==> src/hdl/sbc_irq_pkg.sv <==
// Purpose: constants and types shared by the interrupt logic
// Assumes: 200 MHz system clock
// Notes: flag vectors use the index constants below
package sbc_irq_pkg;

    // ****************************************************************
    // sizes and indices
    // ****************************************************************
    localparam int WAKE_N = 4;
    localparam int STATE_N = 8;
    localparam int FAIL_N = 3;
    localparam int SRC_N = WAKE_N + STATE_N + FAIL_N;
    localparam int CNT_W = 21;

    // wake flags, register 000
    localparam int IDX_BUS_WAKE = 0;
    localparam int IDX_SINGLE_WIRE_WAKE = 1;
    localparam int IDX_PIN_WAKE = 2;
    localparam int IDX_PERIODIC_WAKE = 3;
    // condition flags, register 001
    localparam int IDX_MAIN_REG_OVERTEMP_WARN = 0;
    localparam int IDX_AUX_REG_OVERTEMP = 1;
    localparam int IDX_TRANSCEIVER_OVERTEMP = 2;
    localparam int IDX_BUS_FAIL = 3;
    localparam int IDX_SINGLE_WIRE_FAIL = 4;
    localparam int IDX_AUX_REG_UNDERVOLT = 5;
    localparam int IDX_THIRD_REG_UNDERVOLT = 6;
    localparam int IDX_THIRD_REG_OVERCURRENT = 7;
    // internal failure flags, register 010
    localparam int IDX_SPI_CORRUPT = 0;
    localparam int IDX_RESET_EVENT = 1;
    localparam int IDX_WATCHDOG_CONFIG_ERROR = 2;

    // condition flags sensitive to both edges
    localparam logic [STATE_N-1:0] BOTH_EDGE_MASK = 8'h60;
    localparam logic [SRC_N-1:0] MASK_RESET = 15'h7FFF;

    // ****************************************************************
    // register addresses and commands
    // ****************************************************************
    localparam logic [2:0] ADDR_WAKE_SUMMARY = 3'h0;
    localparam logic [2:0] ADDR_CONDITION = 3'h1;
    localparam logic [2:0] ADDR_FAILURE = 3'h2;
    localparam logic [2:0] CMD_READ_ONLY = 3'h7;

    // ****************************************************************
    // timing
    // ****************************************************************
    localparam int CLK_MHZ = 200;
    localparam int IRQ_MIN_PULSE_NS = 10000;
    localparam int IRQ_TIMEOUT_US = 6000;
    // least time: round up
    localparam int IRQ_MIN_PULSE_CYC =
        (IRQ_MIN_PULSE_NS * CLK_MHZ + 999) / 1000;
    localparam int IRQ_TIMEOUT_CYC = IRQ_TIMEOUT_US * CLK_MHZ;

    // ****************************************************************
    // types
    // ****************************************************************
    typedef enum logic [2:0] {
        MODE_INIT = 3'b000,
        MODE_NORMAL = 3'b001,
        MODE_STOP = 3'b010,
        MODE_SLEEP = 3'b011,
        MODE_RESTART = 3'b100,
        MODE_FAILSAFE = 3'b101,
        MODE_FLASH = 3'b110
    } sys_mode_type;

    typedef enum logic [1:0] {
        PIN_IDLE = 2'b00,
        PIN_LOW = 2'b01,
        PIN_GAP = 2'b10
    } pin_state_type;

endpackage

==> src/hdl/irq_pulse_timer.sv <==
// Purpose: saturating cycle counter that times the interrupt phases
// Assumes: clear has priority over counting
// Notes: holds at its maximum value
`timescale 1ns/1ps
module irq_pulse_timer #(
    parameter int CNT_W = 21
) (
    input wire logic clk_sys,            // system clock
    input wire logic rst_n,              // synchronous reset, low
    input wire logic clear,              // restart from zero
    output logic [CNT_W-1:0] count       // cycles since clear
);
    logic [CNT_W-1:0] countQ;
    logic [CNT_W-1:0] countD;

    always_comb begin
        if (clear) begin
            countD = '0;
        end else if (&countQ) begin
            countD = countQ;
        end else begin
            countD = countQ + 1'b1;
        end
    end

    always_ff @(posedge clk_sys) begin
        if (!rst_n) begin
            countQ <= '0;
        end else begin
            countQ <= countD;
        end
    end

    assign count = countQ;
endmodule

==> src/hdl/sbc_interrupt_logic.sv <==
// Purpose: maskable latched interrupt flags and the active-low irq pin
// Assumes: inputs synchronous to clk_sys; event inputs are pulses
// Notes: pin is open drain, driven low only while irqPinOe is high
`timescale 1ns/1ps
module sbc_interrupt_logic #(
    parameter int TIMEOUT_CYC = sbc_irq_pkg::IRQ_TIMEOUT_CYC
) (
    input wire logic clk_sys,                       // system clock
    input wire logic rst_n,                         // sync reset, low
    input sbc_irq_pkg::sys_mode_type sysMode,       // current system mode
    input wire logic reset_out_n,                   // reset output level
    input wire logic [sbc_irq_pkg::WAKE_N-1:0] wakeEvt,   // wake pulses
    input wire logic [sbc_irq_pkg::STATE_N-1:0] condIn,   // fault levels
    input wire logic [sbc_irq_pkg::FAIL_N-1:0] failEvt,   // failure pulses
    input wire logic auxRegSwitchOn,                // aux on command pulse
    input wire logic auxRegSwitchingOff,            // aux being switched off
    input wire logic thirdRegSwitchOn,              // third on command pulse
    input wire logic thirdRegSwitchingOff,          // third being switched off
    input wire logic thirdRegInhibit,               // overcurrent inhibited
    input wire logic maskWrite,                     // load mask pulse
    input wire logic [sbc_irq_pkg::SRC_N-1:0] maskData, // new mask bits
    input wire logic rdStrobe,                      // spi access pulse
    input wire logic [2:0] rdCmd,                   // spi command code
    input wire logic [2:0] rdAddr,                  // spi register address
    input wire logic irqPinIn,                      // pin level read back
    output logic irqPinOut,                         // pin drive value
    output logic irqPinOe,                          // pin driven low
    output logic cfgSel,                            // 0 cfg 1/3, 1 cfg 2/4
    output logic [sbc_irq_pkg::SRC_N-1:0] maskOut,  // current masks
    output logic [sbc_irq_pkg::WAKE_N-1:0] wakeFlags,   // register 000
    output logic summaryFlag,                       // register 000 summary
    output logic [sbc_irq_pkg::STATE_N-1:0] condFlags,  // register 001
    output logic [sbc_irq_pkg::FAIL_N-1:0] failFlags    // register 010
);
    import sbc_irq_pkg::*;

    localparam logic [CNT_W-1:0] MIN_LAST = CNT_W'(IRQ_MIN_PULSE_CYC - 1);
    localparam logic [CNT_W-1:0] TO_LAST = CNT_W'(TIMEOUT_CYC - 1);

    // ****************************************************************
    // flag state
    // ****************************************************************
    logic [STATE_N-1:0] prevQ, prevD;
    logic [STATE_N-1:0] condQ, condD;
    logic [WAKE_N-1:0] wakeQ, wakeD;
    logic [FAIL_N-1:0] failQ, failD;
    logic summaryQ, summaryD;
    logic [SRC_N-1:0] maskQ, maskD;
    logic cfgQ, cfgD;
    logic [STATE_N-1:0] condNow, stateEvt, suppress, switchOn;
    logic [SRC_N-1:0] srcEvt;
    logic readOnly, clr000, clr001, clr010;
    logic modeOk, initPhase, req;

    always_comb begin
        condNow = condIn;
        condNow[IDX_THIRD_REG_OVERCURRENT] =
            condIn[IDX_THIRD_REG_OVERCURRENT] & ~thirdRegInhibit;
        suppress = '0;
        suppress[IDX_AUX_REG_UNDERVOLT] = auxRegSwitchingOff;
        suppress[IDX_THIRD_REG_UNDERVOLT] = thirdRegSwitchingOff;
        switchOn = '0;
        switchOn[IDX_AUX_REG_UNDERVOLT] = auxRegSwitchOn;
        switchOn[IDX_THIRD_REG_UNDERVOLT] = thirdRegSwitchOn;
        // rising edges, plus falling edges of undervoltage
        stateEvt = ((condNow & ~prevQ)
            | (~condNow & prevQ & BOTH_EDGE_MASK)) & ~suppress;
        stateEvt = stateEvt | switchOn;
        srcEvt = {failEvt, stateEvt, wakeEvt};
        modeOk = (sysMode == MODE_NORMAL) || (sysMode == MODE_STOP);
        initPhase = (sysMode == MODE_INIT) && !reset_out_n;
        req = modeOk && ((srcEvt & maskQ) != '0);
        readOnly = rdStrobe && (rdCmd == CMD_READ_ONLY);
        clr000 = readOnly && (rdAddr == ADDR_WAKE_SUMMARY);
        clr001 = readOnly && (rdAddr == ADDR_CONDITION);
        clr010 = readOnly && (rdAddr == ADDR_FAILURE);

        prevD = condNow;
        // set wins over clear; after a read the flag follows condition
        condD = stateEvt | condNow | (condQ & ~{STATE_N{clr001}});
        failD = failEvt | (failQ & ~{FAIL_N{clr010}});
        wakeD = wakeEvt | (wakeQ & ~{WAKE_N{clr000}});
        summaryD = (condD != '0) || (failD != '0);
        if (sysMode == MODE_RESTART) begin
            maskD = MASK_RESET;
        end else if (maskWrite) begin
            maskD = maskData;
        end else begin
            maskD = maskQ;
        end
        cfgD = initPhase ? irqPinIn : cfgQ;
    end

    always_ff @(posedge clk_sys) begin
        if (!rst_n) begin
            prevQ <= '0;
            condQ <= '0;
            wakeQ <= '0;
            failQ <= '0;
            summaryQ <= 1'b0;
            maskQ <= MASK_RESET;
            cfgQ <= 1'b0;
        end else begin
            prevQ <= prevD;
            condQ <= condD;
            wakeQ <= wakeD;
            failQ <= failD;
            summaryQ <= summaryD;
            maskQ <= maskD;
            cfgQ <= cfgD;
        end
    end

    // ****************************************************************
    // pin sequencer
    // ****************************************************************
    pin_state_type stateQ, stateD;
    logic pendQ, pendD;
    logic relQ, relD;
    logic tmrClear;
    logic [CNT_W-1:0] tmrCount;

    irq_pulse_timer #(
        .CNT_W(CNT_W)
    ) u_timer (
        .clk_sys(clk_sys),
        .rst_n(rst_n),
        .clear(tmrClear),
        .count(tmrCount)
    );

    always_comb begin
        stateD = stateQ;
        tmrClear = 1'b0;
        // events while low merge into the current pulse
        pendD = pendQ | (req && stateQ != PIN_LOW);
        relD = relQ | (clr000 && stateQ == PIN_LOW);
        case (stateQ)
            PIN_IDLE: begin
                if ((pendQ || req) && modeOk && !initPhase) begin
                    stateD = PIN_LOW;
                    tmrClear = 1'b1;
                    pendD = 1'b0;
                end
            end
            PIN_LOW: begin
                if (((relQ || clr000) && tmrCount >= MIN_LAST)
                        || tmrCount >= TO_LAST) begin
                    stateD = PIN_GAP;
                    tmrClear = 1'b1;
                    relD = 1'b0;
                end
            end
            PIN_GAP: begin
                if (tmrCount >= TO_LAST) begin
                    stateD = PIN_IDLE;
                    tmrClear = 1'b1;
                end
            end
            default: begin
                stateD = PIN_IDLE;
                tmrClear = 1'b1;
            end
        endcase
    end

    always_ff @(posedge clk_sys) begin
        if (!rst_n) begin
            stateQ <= PIN_IDLE;
            pendQ <= 1'b0;
            relQ <= 1'b0;
        end else begin
            stateQ <= stateD;
            pendQ <= pendD;
            relQ <= relD;
        end
    end

    assign irqPinOut = 1'b0;
    assign irqPinOe = (stateQ == PIN_LOW) && !initPhase;
    assign cfgSel = cfgQ;
    assign maskOut = maskQ;
    assign wakeFlags = wakeQ;
    assign summaryFlag = summaryQ;
    assign condFlags = condQ;
    assign failFlags = failQ;
endmodule

==> config.mk <==
export PLATFORM = sky130hd
export DESIGN_NAME = sbc_interrupt_logic
export DESIGN_NICKNAME = d
export VERILOG_FILES = /design/src/hdl/sbc_irq_pkg.sv /design/src/hdl/irq_pulse_timer.sv /design/src/hdl/sbc_interrupt_logic.sv
export SDC_FILE = /design/constraint.sdc
export NUM_CORES = 1
export LEC_CHECK = 0
export BUFFER_PORTS_ARGS = -buffer_cell sky130_fd_sc_hd__buf_4
export CAP_MARGIN = 0
export CELL_PAD_IN_SITES_DETAIL_PLACEMENT = 1
export CELL_PAD_IN_SITES_GLOBAL_PLACEMENT = 2
export CORE_UTILIZATION = 32
export CTS_BUF_LIST = sky130_fd_sc_hd__clkbuf_4
export CTS_CLUSTER_DIAMETER = 40
export DETAILED_ROUTE_END_ITERATION = 12
export GPL_ROUTABILITY_DRIVEN = 0
export PLACE_DENSITY = 0.9
export SYNTH_ARGS = -nofsm -noshare
export SYNTH_HDL_FRONTEND = slang
export SYNTH_SLANG_ARGS = --single-unit
==> constraint.sdc <==
create_clock -name clk_sys -period 2.3 [get_ports clk_sys]
set_input_delay 0.46 -clock clk_sys [delete_from_list [all_inputs] [get_ports clk_sys]]
set_output_delay 0.46 -clock clk_sys [all_outputs]
set_load 0.02 [all_outputs]
==> run_results.csv, run 1 <==
group,metric,value,unit
critical_path,crit_type,"reg -> reg",
floorplan,start_util,33.61,%
floorplan,die-height,98.41,µm
cts,cts_tree,"done",
critical_path,slowest_stage,"dfxtp_1",
pwr,p_clk_share,36.2,%
yosys,avgSynthCellArea,9.382,µm²
yosys,synth_top_family_by_area,"simple AND/OR/NAND/NOR gates",
critical_path,worstPathArrival,2510,ps
global_route,met3_usage,4.939,%
yosys,synth_compound_area_share,12.96,%
place,placed_cell_area,3722,µm²
floorplan,die_area,9684,µm²
critical_path,start_kind,"flop",
cts,htreeDepth,3,
critical_path,r2r-end,"u_timer.count[12]",
min_path,hp-start,"maskData[5]",
pwr,ir_worst_vdd,0.2642,mV
floorplan,core.rowCount,34,
routing,routed_wl,8175,µm
timing,period_needed,2170,ps
yosys,synth_fp_nets,368,
pwr,p_sw_share,26.94,%
timing,skew,16.45,ps
global_route,use_met2,29.31,%
timing,hold_violations,0,
floorplan,die_width,98.41,µm
yosys,synth_cells,317,
layout,fin_nets,458,
cts,numCtsBuffers,9,
critical_path,slowest_delay,390,ps
yosys,ys.flop_type,"dfxtp_1",
place,port_buffers,82,
critical_path,rrSetupSlack,130,ps
pwr,p_leak,1.635,nW
critical_path,cp.required,2640,ps
critical_path,r2r_cells,7,
layout,syn2layout_area_growth,32.77,%
critical_path,worstPathMaxFanout,11,
cts,clkSinkCount,65,
routing,via_per_inst,5.025,
global_route,grt.busiest_layer,"met2",
yosys,netlist.area_leader.share,43.75,%
critical_path,crit_path_cell_trace,"nor4_4 -> nand3b_1 -> a41o_2 -> a211oi_4 -> o2111ai_4 -> buf_12 -> nor3_1",
yosys,yosys_warnings,0,
layout,diodes,0,
global_route,grt.total_usage,17.90,%
layout,drive_above_1_share,35.44,%
routing,wl_per_cell,15.72,µm
yosys,synthArstFlopShare,0,%
pwr,p_seq_share,49.7,%
yosys,synth_edf_count,0,
cts,clkSlewWorstSetupHoldPaths,120,ps
routing,drc,0,
yosys,synth_area_leaders,"dfxtp_1 (44%), mux2i_1 (5.4%), nor2_2 (4.0%)",
min_path,hp-class,"in -> reg",
yosys,yosysMostFrequentCell,"dfxtp_1",
floorplan,core,8848,µm²
yosys,synth_xor_xnor_area_share,5.890,%
cts,cts_hold_buf,0,
layout,fillCellCount,1033,
cts,root_buffer,"clkbuf_4",
timing,period_share,94.36,%
run_status,status,"completed",
timing,fmax,460.8,MHz
yosys,synthTopCellsByCount,"dfxtp_1 (65), nand2_1 (29), nor2_2 (19), nor2b_1 (18), mux2i_1 (16)",
place,pre_cts_slack,98.91,ps
global_route,grt_antenna_before_repair,0,
timing,drv_slew,0,
yosys,synth_fa_ha_area_share,0.4207,%
yosys,synth-simple-area-share,28.57,%
pwr,p_per_area,619.4,nW/µm²
global_route,grt_first_pass_wirelength,13720,µm
layout,design_area,3949,µm²
cts,clock_latency,420,ps
routing,routed-via-count,2613,
yosys,ys_seq_area_share,43.75,%
place,hpwl,6193,µm
timing,fin_ws,129.8,ps
routing,drt-initial-drc-count,39,
timing,rsz0062_at_grt,"no",
timing,fin_setup_tns,0,ps
pwr,switchingPower,659.0,µW
yosys,synthesis.area,2974,µm²
global_route,grt_use_met1,22.18,%
yosys,yosysUniqueCellTypes,56,
floorplan,ios,84,
pwr,internal_power,1.787,mW
critical_path,reg2reg_from,"u_timer.count[13]",
min_path,hold_path_end,"maskOut[5]",
global_route,grt_pass1_vias,2712,
cts,cts_max_path_buffers,2,
min_path,holdPathStages,3,
pwr,pwr-share-comb,14.1,%
critical_path,setup.worst_path.end_class,"flop",
global_route,grt_max_degree,32,
routing,dr.pass1.iters,7,
global_route,overflow,0,
timing,finalSetupViolCount,0,
yosys,synth_seq_cells,65,
yosys,synth_mux_area_share,5.385,%
flow_run,cap_viol_max_count,0,
routing,ant_nets,0,
yosys,yosys.area.top_type,"dfxtp_1",
[cell type report]
cell class / count / area, µm² / area share, %
multi-input cells: 234 / 1618 / 40.97
flip-flops and latches: 65 / 1303 / 32.98
repair buffers: 90 / 705.7 / 17.87
well taps: 108 / 135.1 / 3.422
clock inverters: 7 / 93.84 / 2.376
clock buffers: 9 / 67.56 / 1.711
inverters: 7 / 26.28 / 0.6654
[registers in the layout, summed over array words and instances (netlist names)]
| signal | cells |
|---|---|
| u_timer.count | 21 |
| failFlags | 3 |
| pendQ | 1 |
| summaryFlag | 1 |
| prevQ | 8 |
| maskOut | 15 |
| cfgSel | 1 |
| wakeFlags | 4 |
| condFlags | 8 |
| stateQ | 2 |
| relQ | 1 |
[timing repair]
action	4_1_cts	5_1_grt
setup buffers	0	1
gates resized for setup	0	7
setup endpoints to repair	0	19
[cell usage in the layout (no fill, tap or decap), drive strengths merged, types with 3 or more instances in the layout]
master / Yosys / layout
buf: 3 / 89
dfxtp: 65 / 65
nor2: 31 / 31
nand2: 30 / 30
nor2b: 18 / 18
mux2i: 16 / 16
a21oi: 16 / 16
nand3: 14 / 14
and2: 14 / 14
xor2: 12 / 12
clkbuf: 8 / 10
nor4: 9 / 9
xnor2: 8 / 8
inv: 7 / 8
nand4: 8 / 8
and3: 7 / 7
o21ai: 5 / 5
a21boi: 5 / 5
nor3: 4 / 4
a211oi: 4 / 4
a31oi: 3 / 3
a2111oi: 3 / 3
[per-stage QoR]
stage | std cells | power (mW) | utilization [%] | hold WS [ps]
2_1_floorplan | 317 | 1.401 | - | 468.4
3_3_place_gp | 502 | 1.566 | 42.07 | 486.9
3_5_place_dp | 502 | 1.576 | 42.07 | 495.2
4_1_cts | 518 | 2.466 | 43.89 | 230.9
5_1_grt | 520 | 2.569 | 44.63 | 229.3
6_report | 520 | 2.446 | 44.63 | 249.1
[routing by layer]
| layer | vias to the layer above | routed length, µm |
|---|---|---|
| met2 | 71 | 3862 |
| met3 | 13 | 466 |
| li1 | 1294 | - |
| met5 | - | 0 |
| met4 | 0 | 172 |
| met1 | 1235 | 3674 |
[worst max-delay path by stage]
stage	startpoint	end	slack, ps
3_5_place_dp	failEvt[0]	u_timer.count[12]	100
5_1_grt	u_timer.count[13]	u_timer.count[12]	3
6_report	u_timer.count[13]	u_timer.count[12]	130
2_1_floorplan	rdAddr[0]	u_timer.count[16]	360
3_3_place_gp	failEvt[0]	u_timer.count[12]	200
4_1_cts	u_timer.count[0]	u_timer.count[12]	160
[power groups by stage]
stage | Combinational, mW | Clock (mW) | Sequential (mW)
finish | 0.345 | 0.884 | 1.22
global route | 0.376 | 0.970 | 1.22
CTS | 0.336 | 0.914 | 1.22
detailed placement | 0.336 | 0 | 1.24
global placement | 0.327 | 0 | 1.24
floorplan | 0.128 | 0 | 1.27
[cells by family after synthesis]
logic type                 Yosys count
AOI/OAI and AO/OA                   50
and+or+nand+nor                    146
muxes                               16
DFF                                 65
buffers and inverters               18
adders and majority gates            1
other                                1
xor gates and xnor gates            20
[critical path: cells and delay by family (launching register included)]
family / cells / cell delay, ps
and+or+nand+nor: 3 / 670
AOI/OAI and AO/OA: 3 / 820
DFF: 1 / 390
buffers and inverters: 1 / 220
No activity file was read; power rests on OpenSTA's default activity.
==> inputs of run 2 (changes only) <==
--- a/config.mk
+++ b/config.mk
@@ -11,7 +11,6 @@
 export CELL_PAD_IN_SITES_GLOBAL_PLACEMENT = 2
 export CORE_UTILIZATION = 32
 export CTS_BUF_LIST = sky130_fd_sc_hd__clkbuf_4
-export CTS_CLUSTER_DIAMETER = 40
 export DETAILED_ROUTE_END_ITERATION = 12
 export GPL_ROUTABILITY_DRIVEN = 0
 export PLACE_DENSITY = 0.9
==> constraint.sdc (replaced) <==
create_clock -name clk_sys -period 2.3 [get_ports clk_sys]
set_input_delay 0 -clock clk_sys [delete_from_list [all_inputs] [get_ports clk_sys]]
set_output_delay 0 -clock clk_sys [all_outputs]
set_load 0.02 [all_outputs]
==> run 2 against run 1 <==
Against the previous run:
- clock-buffer cell count rose by 1
- clock skew fell by 3.1 ps
- critical path depth did not move
- flip-flop and latch count did not move
- worst hold slack got worse by 220 ps
==> run_results.csv, run 2 (same netlist as run 1, synthesis figures left out) <==
group,metric,value,unit
timing,skew,13.34,ps
timing,rsz0062_at_grt,"no",
floorplan,ios,84,
timing,finalSetupViolCount,0,
routing,drc,0,
routing,wl_per_cell,17.98,µm
critical_path,reg2reg_from,"u_timer.count[20]",
critical_path,slowest_delay,430,ps
pwr,p_clk_share,35.9,%
pwr,internal_power,1.853,mW
flow_run,cap_viol_max_count,0,
critical_path,crit_type,"reg -> reg",
routing,routed_wl,10090,µm
layout,fin_nets,499,
pwr,p_per_area,590.0,nW/µm²
critical_path,r2r_cells,7,
critical_path,setup.worst_path.end_class,"flop",
floorplan,die-height,98.41,µm
pwr,p_sw_share,27.43,%
timing,drv_slew,0,
pwr,pwr-share-comb,16.4,%
min_path,hp-start,"thirdRegSwitchingOff",
cts,cts_resized,0,
pwr,ir_worst_vdd,0.2826,mV
timing,fmax,461.9,MHz
timing,slew-limit-headroom,64.37,%
critical_path,crit_path_cell_trace,"nor4_1 -> nand3b_1 -> a41o_2 -> a211oi_4 -> o2111ai_2 -> buf_12 -> nor3_1",
place,hpwl,6259,µm
critical_path,r2r-end,"u_timer.count[12]",
layout,diodes,0,
cts,cts_tree,"done",
floorplan,core.rowCount,34,
global_route,grt_pass1_vias,3193,
routing,dr.pass1.iters,4,
min_path,holdPathStages,4,
critical_path,start_kind,"flop",
cts,numCtsBuffers,9,
timing,tightest_slew,529.5,ps
layout,final_cell_mix,"buf_4 (84), dfxtp_1 (65), dlygate4sd3_1 (46)",
min_path,hp-class,"in -> reg",
layout,largest_reg_flops,21,
min_path,hold_path_end,"condFlags[6]",
timing,hold_violations,0,
global_route,grt_max_degree,32,
cts,htreeDepth,3,
layout,syn2layout_area_growth,45.48,%
timing,period_needed,2165,ps
cts,clock_latency,410,ps
timing,fin_setup_tns,0,ps
cts,clkSinkCount,65,
layout,final_core_util,48.90,%
floorplan,die_width,98.41,µm
cts,root_buffer,"clkbuf_4",
cts,postCtsSetupBuffers,0,
pwr,p_seq_share,47.7,%
cts,clkSlewWorstSetupHoldPaths,110,ps
place,placed_cell_area,3700,µm²
place,port_buffers,82,
pwr,p_leak,1.811,nW
global_route,grt.total_usage,22.08,%
critical_path,path_delay_family,"simple AND/OR/NAND/NOR gates",
routing,via_per_inst,5.148,
floorplan,start_util,33.61,%
global_route,grt_antenna_before_repair,0,
floorplan,core,8848,µm²
pwr,fin_total_pwr,2.553,mW
critical_path,worstPathMaxFanout,21,
global_route,grt_first_pass_wirelength,16500,µm
run_status,status,"completed",
routing,routed-via-count,2888,
cts,cts_max_path_buffers,2,
routing,ant_nets,0,
layout,design_area,4327,µm²
layout,drive_above_1_share,30.24,%
routing,drt-initial-drc-count,75,
critical_path,crit_cells,7,
pwr,switchingPower,700.1,µW
critical_path,rrSetupSlack,140,ps
timing,period_share,94.12,%
floorplan,die_area,9684,µm²
critical_path,cp.required,2630,ps
critical_path,slowest_stage,"nor4_1",
global_route,overflow,0,
layout,final_common_cell,"buf_4",
critical_path,worstPathArrival,2490,ps
critical_path,critPathBufInv,1,
==> run 2: changes by cell type in the layout (fill, tap and decap cells not counted), sizes merged <==
cell         change
buf              -4
clkinv           +1
clkinvlp         -2
dlygate4sd3     +46
==> run 2: area by class of cell <==
type	instances	area, µm²
Tap cell	108	135.1
Timing Repair Buffer	131	1111
Sequential cell	65	1301
Clock buffer	10	75.07
Fill cell	999	4522
Multi-Input combinational cell	234	1587
Inverter	7	26.28
Clock inverter	6	91.34
==> run 2: worst register-to-register path, cell delays in order, from the launching register on <==
cell,delay [ps]
dfxtp_1,380
nor4_1,430
nand3b_1,160
a41o_2,280
a211oi_4,260
o2111ai_2,160
buf_12,210
nor3_1,210
==> run 2: metrics by stage <==
step	setup slack (ps)	hold WS [ps]	std cells
5_1_grt	11.12	33.02	561
2_1_floorplan	482.0	121.7	317
6_report	135.2	29.10	561
3_5_place_dp	157.7	223.6	499
4_1_cts	118.3	0.2310	561
3_3_place_gp	328.0	212.4	499
==> run 2: worst max path at each step <==
stage,startpoint,to,slack (ps)
global route,u_timer.count[12],u_timer.count[12],10
detailed placement,u_timer.count[12],u_timer.count[12],160
finish,u_timer.count[20],u_timer.count[12],140
floorplan,u_timer.count[19],u_timer.count[16],480
global placement,u_timer.count[0],u_timer.count[12],330
CTS,u_timer.count[12],u_timer.count[12],120
==> run 2: what timing repair did <==
| item | in CTS | in global routing |
|---|---|---|
| endpoints found under the hold margin | 44 | 0 |
| endpoints found under the setup margin | 0 | 0 |
| hold buffers | 46 | 0 |
==> run 2: routing by layer <==
| layer | track usage [%] | up-vias | wire length, µm |
|---|---|---|---|
| met4 | 11.25 | 0 | 320 |
| met1 | 25.03 | 1374 | 4156 |
| met3 | 5.154 | 29 | 552 |
| met2 | 38.73 | 107 | 5059 |
| met5 | 0 | - | 0 |
| li1 | - | 1378 | - |
==> run 2: power by group through the flow <==
stage	Clock [mW]	Sequential [mW]	Combinational [mW]
6_report	0.917	1.22	0.418
5_1_grt	0.994	1.22	0.446
4_1_cts	0.932	1.22	0.402
3_5_place_dp	0	1.24	0.337
3_3_place_gp	0	1.24	0.328
2_1_floorplan	0	1.27	0.128
==> inputs of run 3 (changes only) <==
--- a/config.mk
+++ b/config.mk
@@ -9,11 +9,11 @@
 export CAP_MARGIN = 0
 export CELL_PAD_IN_SITES_DETAIL_PLACEMENT = 1
 export CELL_PAD_IN_SITES_GLOBAL_PLACEMENT = 2
-export CORE_UTILIZATION = 32
-export CTS_BUF_LIST = sky130_fd_sc_hd__clkbuf_4
+export CORE_UTILIZATION = 31
+export CTS_BUF_LIST = sky130_fd_sc_hd__clkbuf_4 sky130_fd_sc_hd__clkbuf_8 sky130_fd_sc_hd__clkbuf_16
 export DETAILED_ROUTE_END_ITERATION = 12
 export GPL_ROUTABILITY_DRIVEN = 0
-export PLACE_DENSITY = 0.9
+export PLACE_DENSITY = 0.88
 export SYNTH_ARGS = -nofsm -noshare
 export SYNTH_HDL_FRONTEND = slang
 export SYNTH_SLANG_ARGS = --single-unit
==> run 3 against run 2 <==
Against the previous run:
- final area fell by 1.8%
- flip-flop and latch count unchanged
- register-to-register slack improved by 70 ps
- sequential power is essentially flat
- clock-buffer cell count increased by 1
- highest routed layer unchanged
==> run_results.csv, run 3 (same netlist as run 1, synthesis figures left out) <==
group,metric,value,unit
layout,largest_reg_flops,21,
timing,period_needed,2100,ps
routing,via_per_inst,4.832,
timing,drv_slew,0,
routing,routed-via-count,2754,
flow_run,cap_viol_max_count,0,
pwr,p_per_area,593.7,nW/µm²
cts,cts_resized,0,
floorplan,die-height,99.95,µm
critical_path,worstPathArrival,2370,ps
place,hpwl,6228,µm
layout,drive_above_1_share,31.52,%
cts,cts_max_path_buffers,2,
critical_path,cp.required,2570,ps
routing,drt-initial-drc-count,52,
global_route,overflow,0,
global_route,grt_pass1_vias,2954,
critical_path,start_kind,"flop",
pwr,ir_worst_vdd,0.2897,mV
place,port_buffers,82,
routing,wl_per_cell,16.02,µm
cts,root_buffer,"clkbuf_8",
routing,drc,0,
pwr,p_leak,1.755,nW
global_route,grt.total_usage,19.31,%
layout,final_cell_mix,"buf_4 (86), dfxtp_1 (65), dlygate4sd3_1 (32)",
floorplan,ios,84,
critical_path,slowest_delay,400,ps
timing,fmax,476.3,MHz
critical_path,setup.worst_path.end_class,"flop",
global_route,grt_max_degree,32,
cts,clock_latency,340,ps
critical_path,critPathBufInv,1,
global_route,grt_antenna_before_repair,0,
cts,clkSinkCount,65,
critical_path,slowest_stage,"dfxtp_1",
critical_path,crit_type,"reg -> reg",
critical_path,worstPathMaxFanout,21,
timing,fin_setup_tns,0,ps
timing,hold_violations,0,
timing,rsz0062_at_grt,"no",
timing,period_share,91.28,%
layout,syn2layout_area_growth,42.91,%
global_route,grt_first_pass_wirelength,14810,µm
cts,cts_tree,"done",
layout,fin_nets,487,
layout,fillCellCount,1104,
cts,cts_hold_buf,32,
floorplan,core,9284,µm²
layout,diodes,0,
timing,timing.hold.ws,25.01,ps
timing,finalSetupViolCount,0,
floorplan,die_area,9990,µm²
floorplan,start_util,32.04,%
timing,skew,10.83,ps
run_status,status,"completed",
min_path,hp-class,"in -> reg",
floorplan,core.rowCount,35,
critical_path,path_delay_family,"compound AO/OA/AOI/OAI gates",
cts,htreeDepth,3,
cts,numCtsBuffers,9,
cts,postCtsSetupBuffers,0,
routing,routed_wl,9132,µm
routing,ant_nets,0,
floorplan,die_width,99.95,µm
cts,clkSlewWorstSetupHoldPaths,80,ps
critical_path,crit_path_cell_trace,"nor4_4 -> o211ai_1 -> a32o_2 -> o31ai_2 -> o2111ai_2 -> buf_12 -> nor3_1",
layout,final_common_cell,"buf_4",
routing,dr.pass1.iters,4,
-- run 3: metal layers --
metal | part of all wire, % | track usage (%) | vias to the layer above
met3 | 6.0 | 6.267 | 16
li1 | - | - | 1353
met4 | 1.7 | 7.014 | 0
met1 | 42 | 22.12 | 1317
met5 | 0 | 0 | -
met2 | 50 | 33.58 | 68
-- run 3: where the power goes --
group          switching (mW)  total [mW]  internal [mW]
sequential             0.0413        1.22           1.17
clock                   0.468       0.923          0.456
combinational           0.186       0.385          0.199
total                   0.695        2.52           1.83
-- run 3: path summary, 6_finish.rpt --
path	from	to	slack, ps	cells past startpoint
worst max-delay path	u_timer.count[12]	u_timer.count[12]	200	7
worst min-delay path	thirdRegInhibit	prevQ[7]	30	3
worst max register to register	u_timer.count[12]	u_timer.count[12]	200	7
worst min register to register	condFlags[5]	condFlags[5]	490	2
-- run 3: final cells by class --
cell class	instances	area (µm²)	share of cell area (%)
Multi-Input combinational cell	234	1587	37.33
Sequential cell	65	1301	30.62
Timing Repair Buffer	119	985.9	23.20
Tap cell	129	161.4	3.797
Clock buffer	11	151.4	3.562
Clock inverter	5	37.54	0.8831
Inverter	7	26.28	0.6182
-- run 3: worst register-to-register path, cell delays in order (launching register included) --
cell and delay (ps):
dfxtp_1 400, nor4_4 390, o211ai_1 150, a32o_2 290
o31ai_2 220, o2111ai_2 190, buf_12 210, nor3_1 180
-- run 3: stage by stage --
step	power (mW)	worst slack (ps)	instances	utilization, %	area [µm²]
after global placement	1.564	323.5	522	40.30	3741
after detailed placement	1.574	183.7	522	40.30	3741
final	2.524	200.5	570	45.78	4250
after floorplan	1.401	482.0	317	-	2974
after CTS	2.544	186.1	570	45.78	4250
after global routing	2.641	13.88	570	45.78	4250
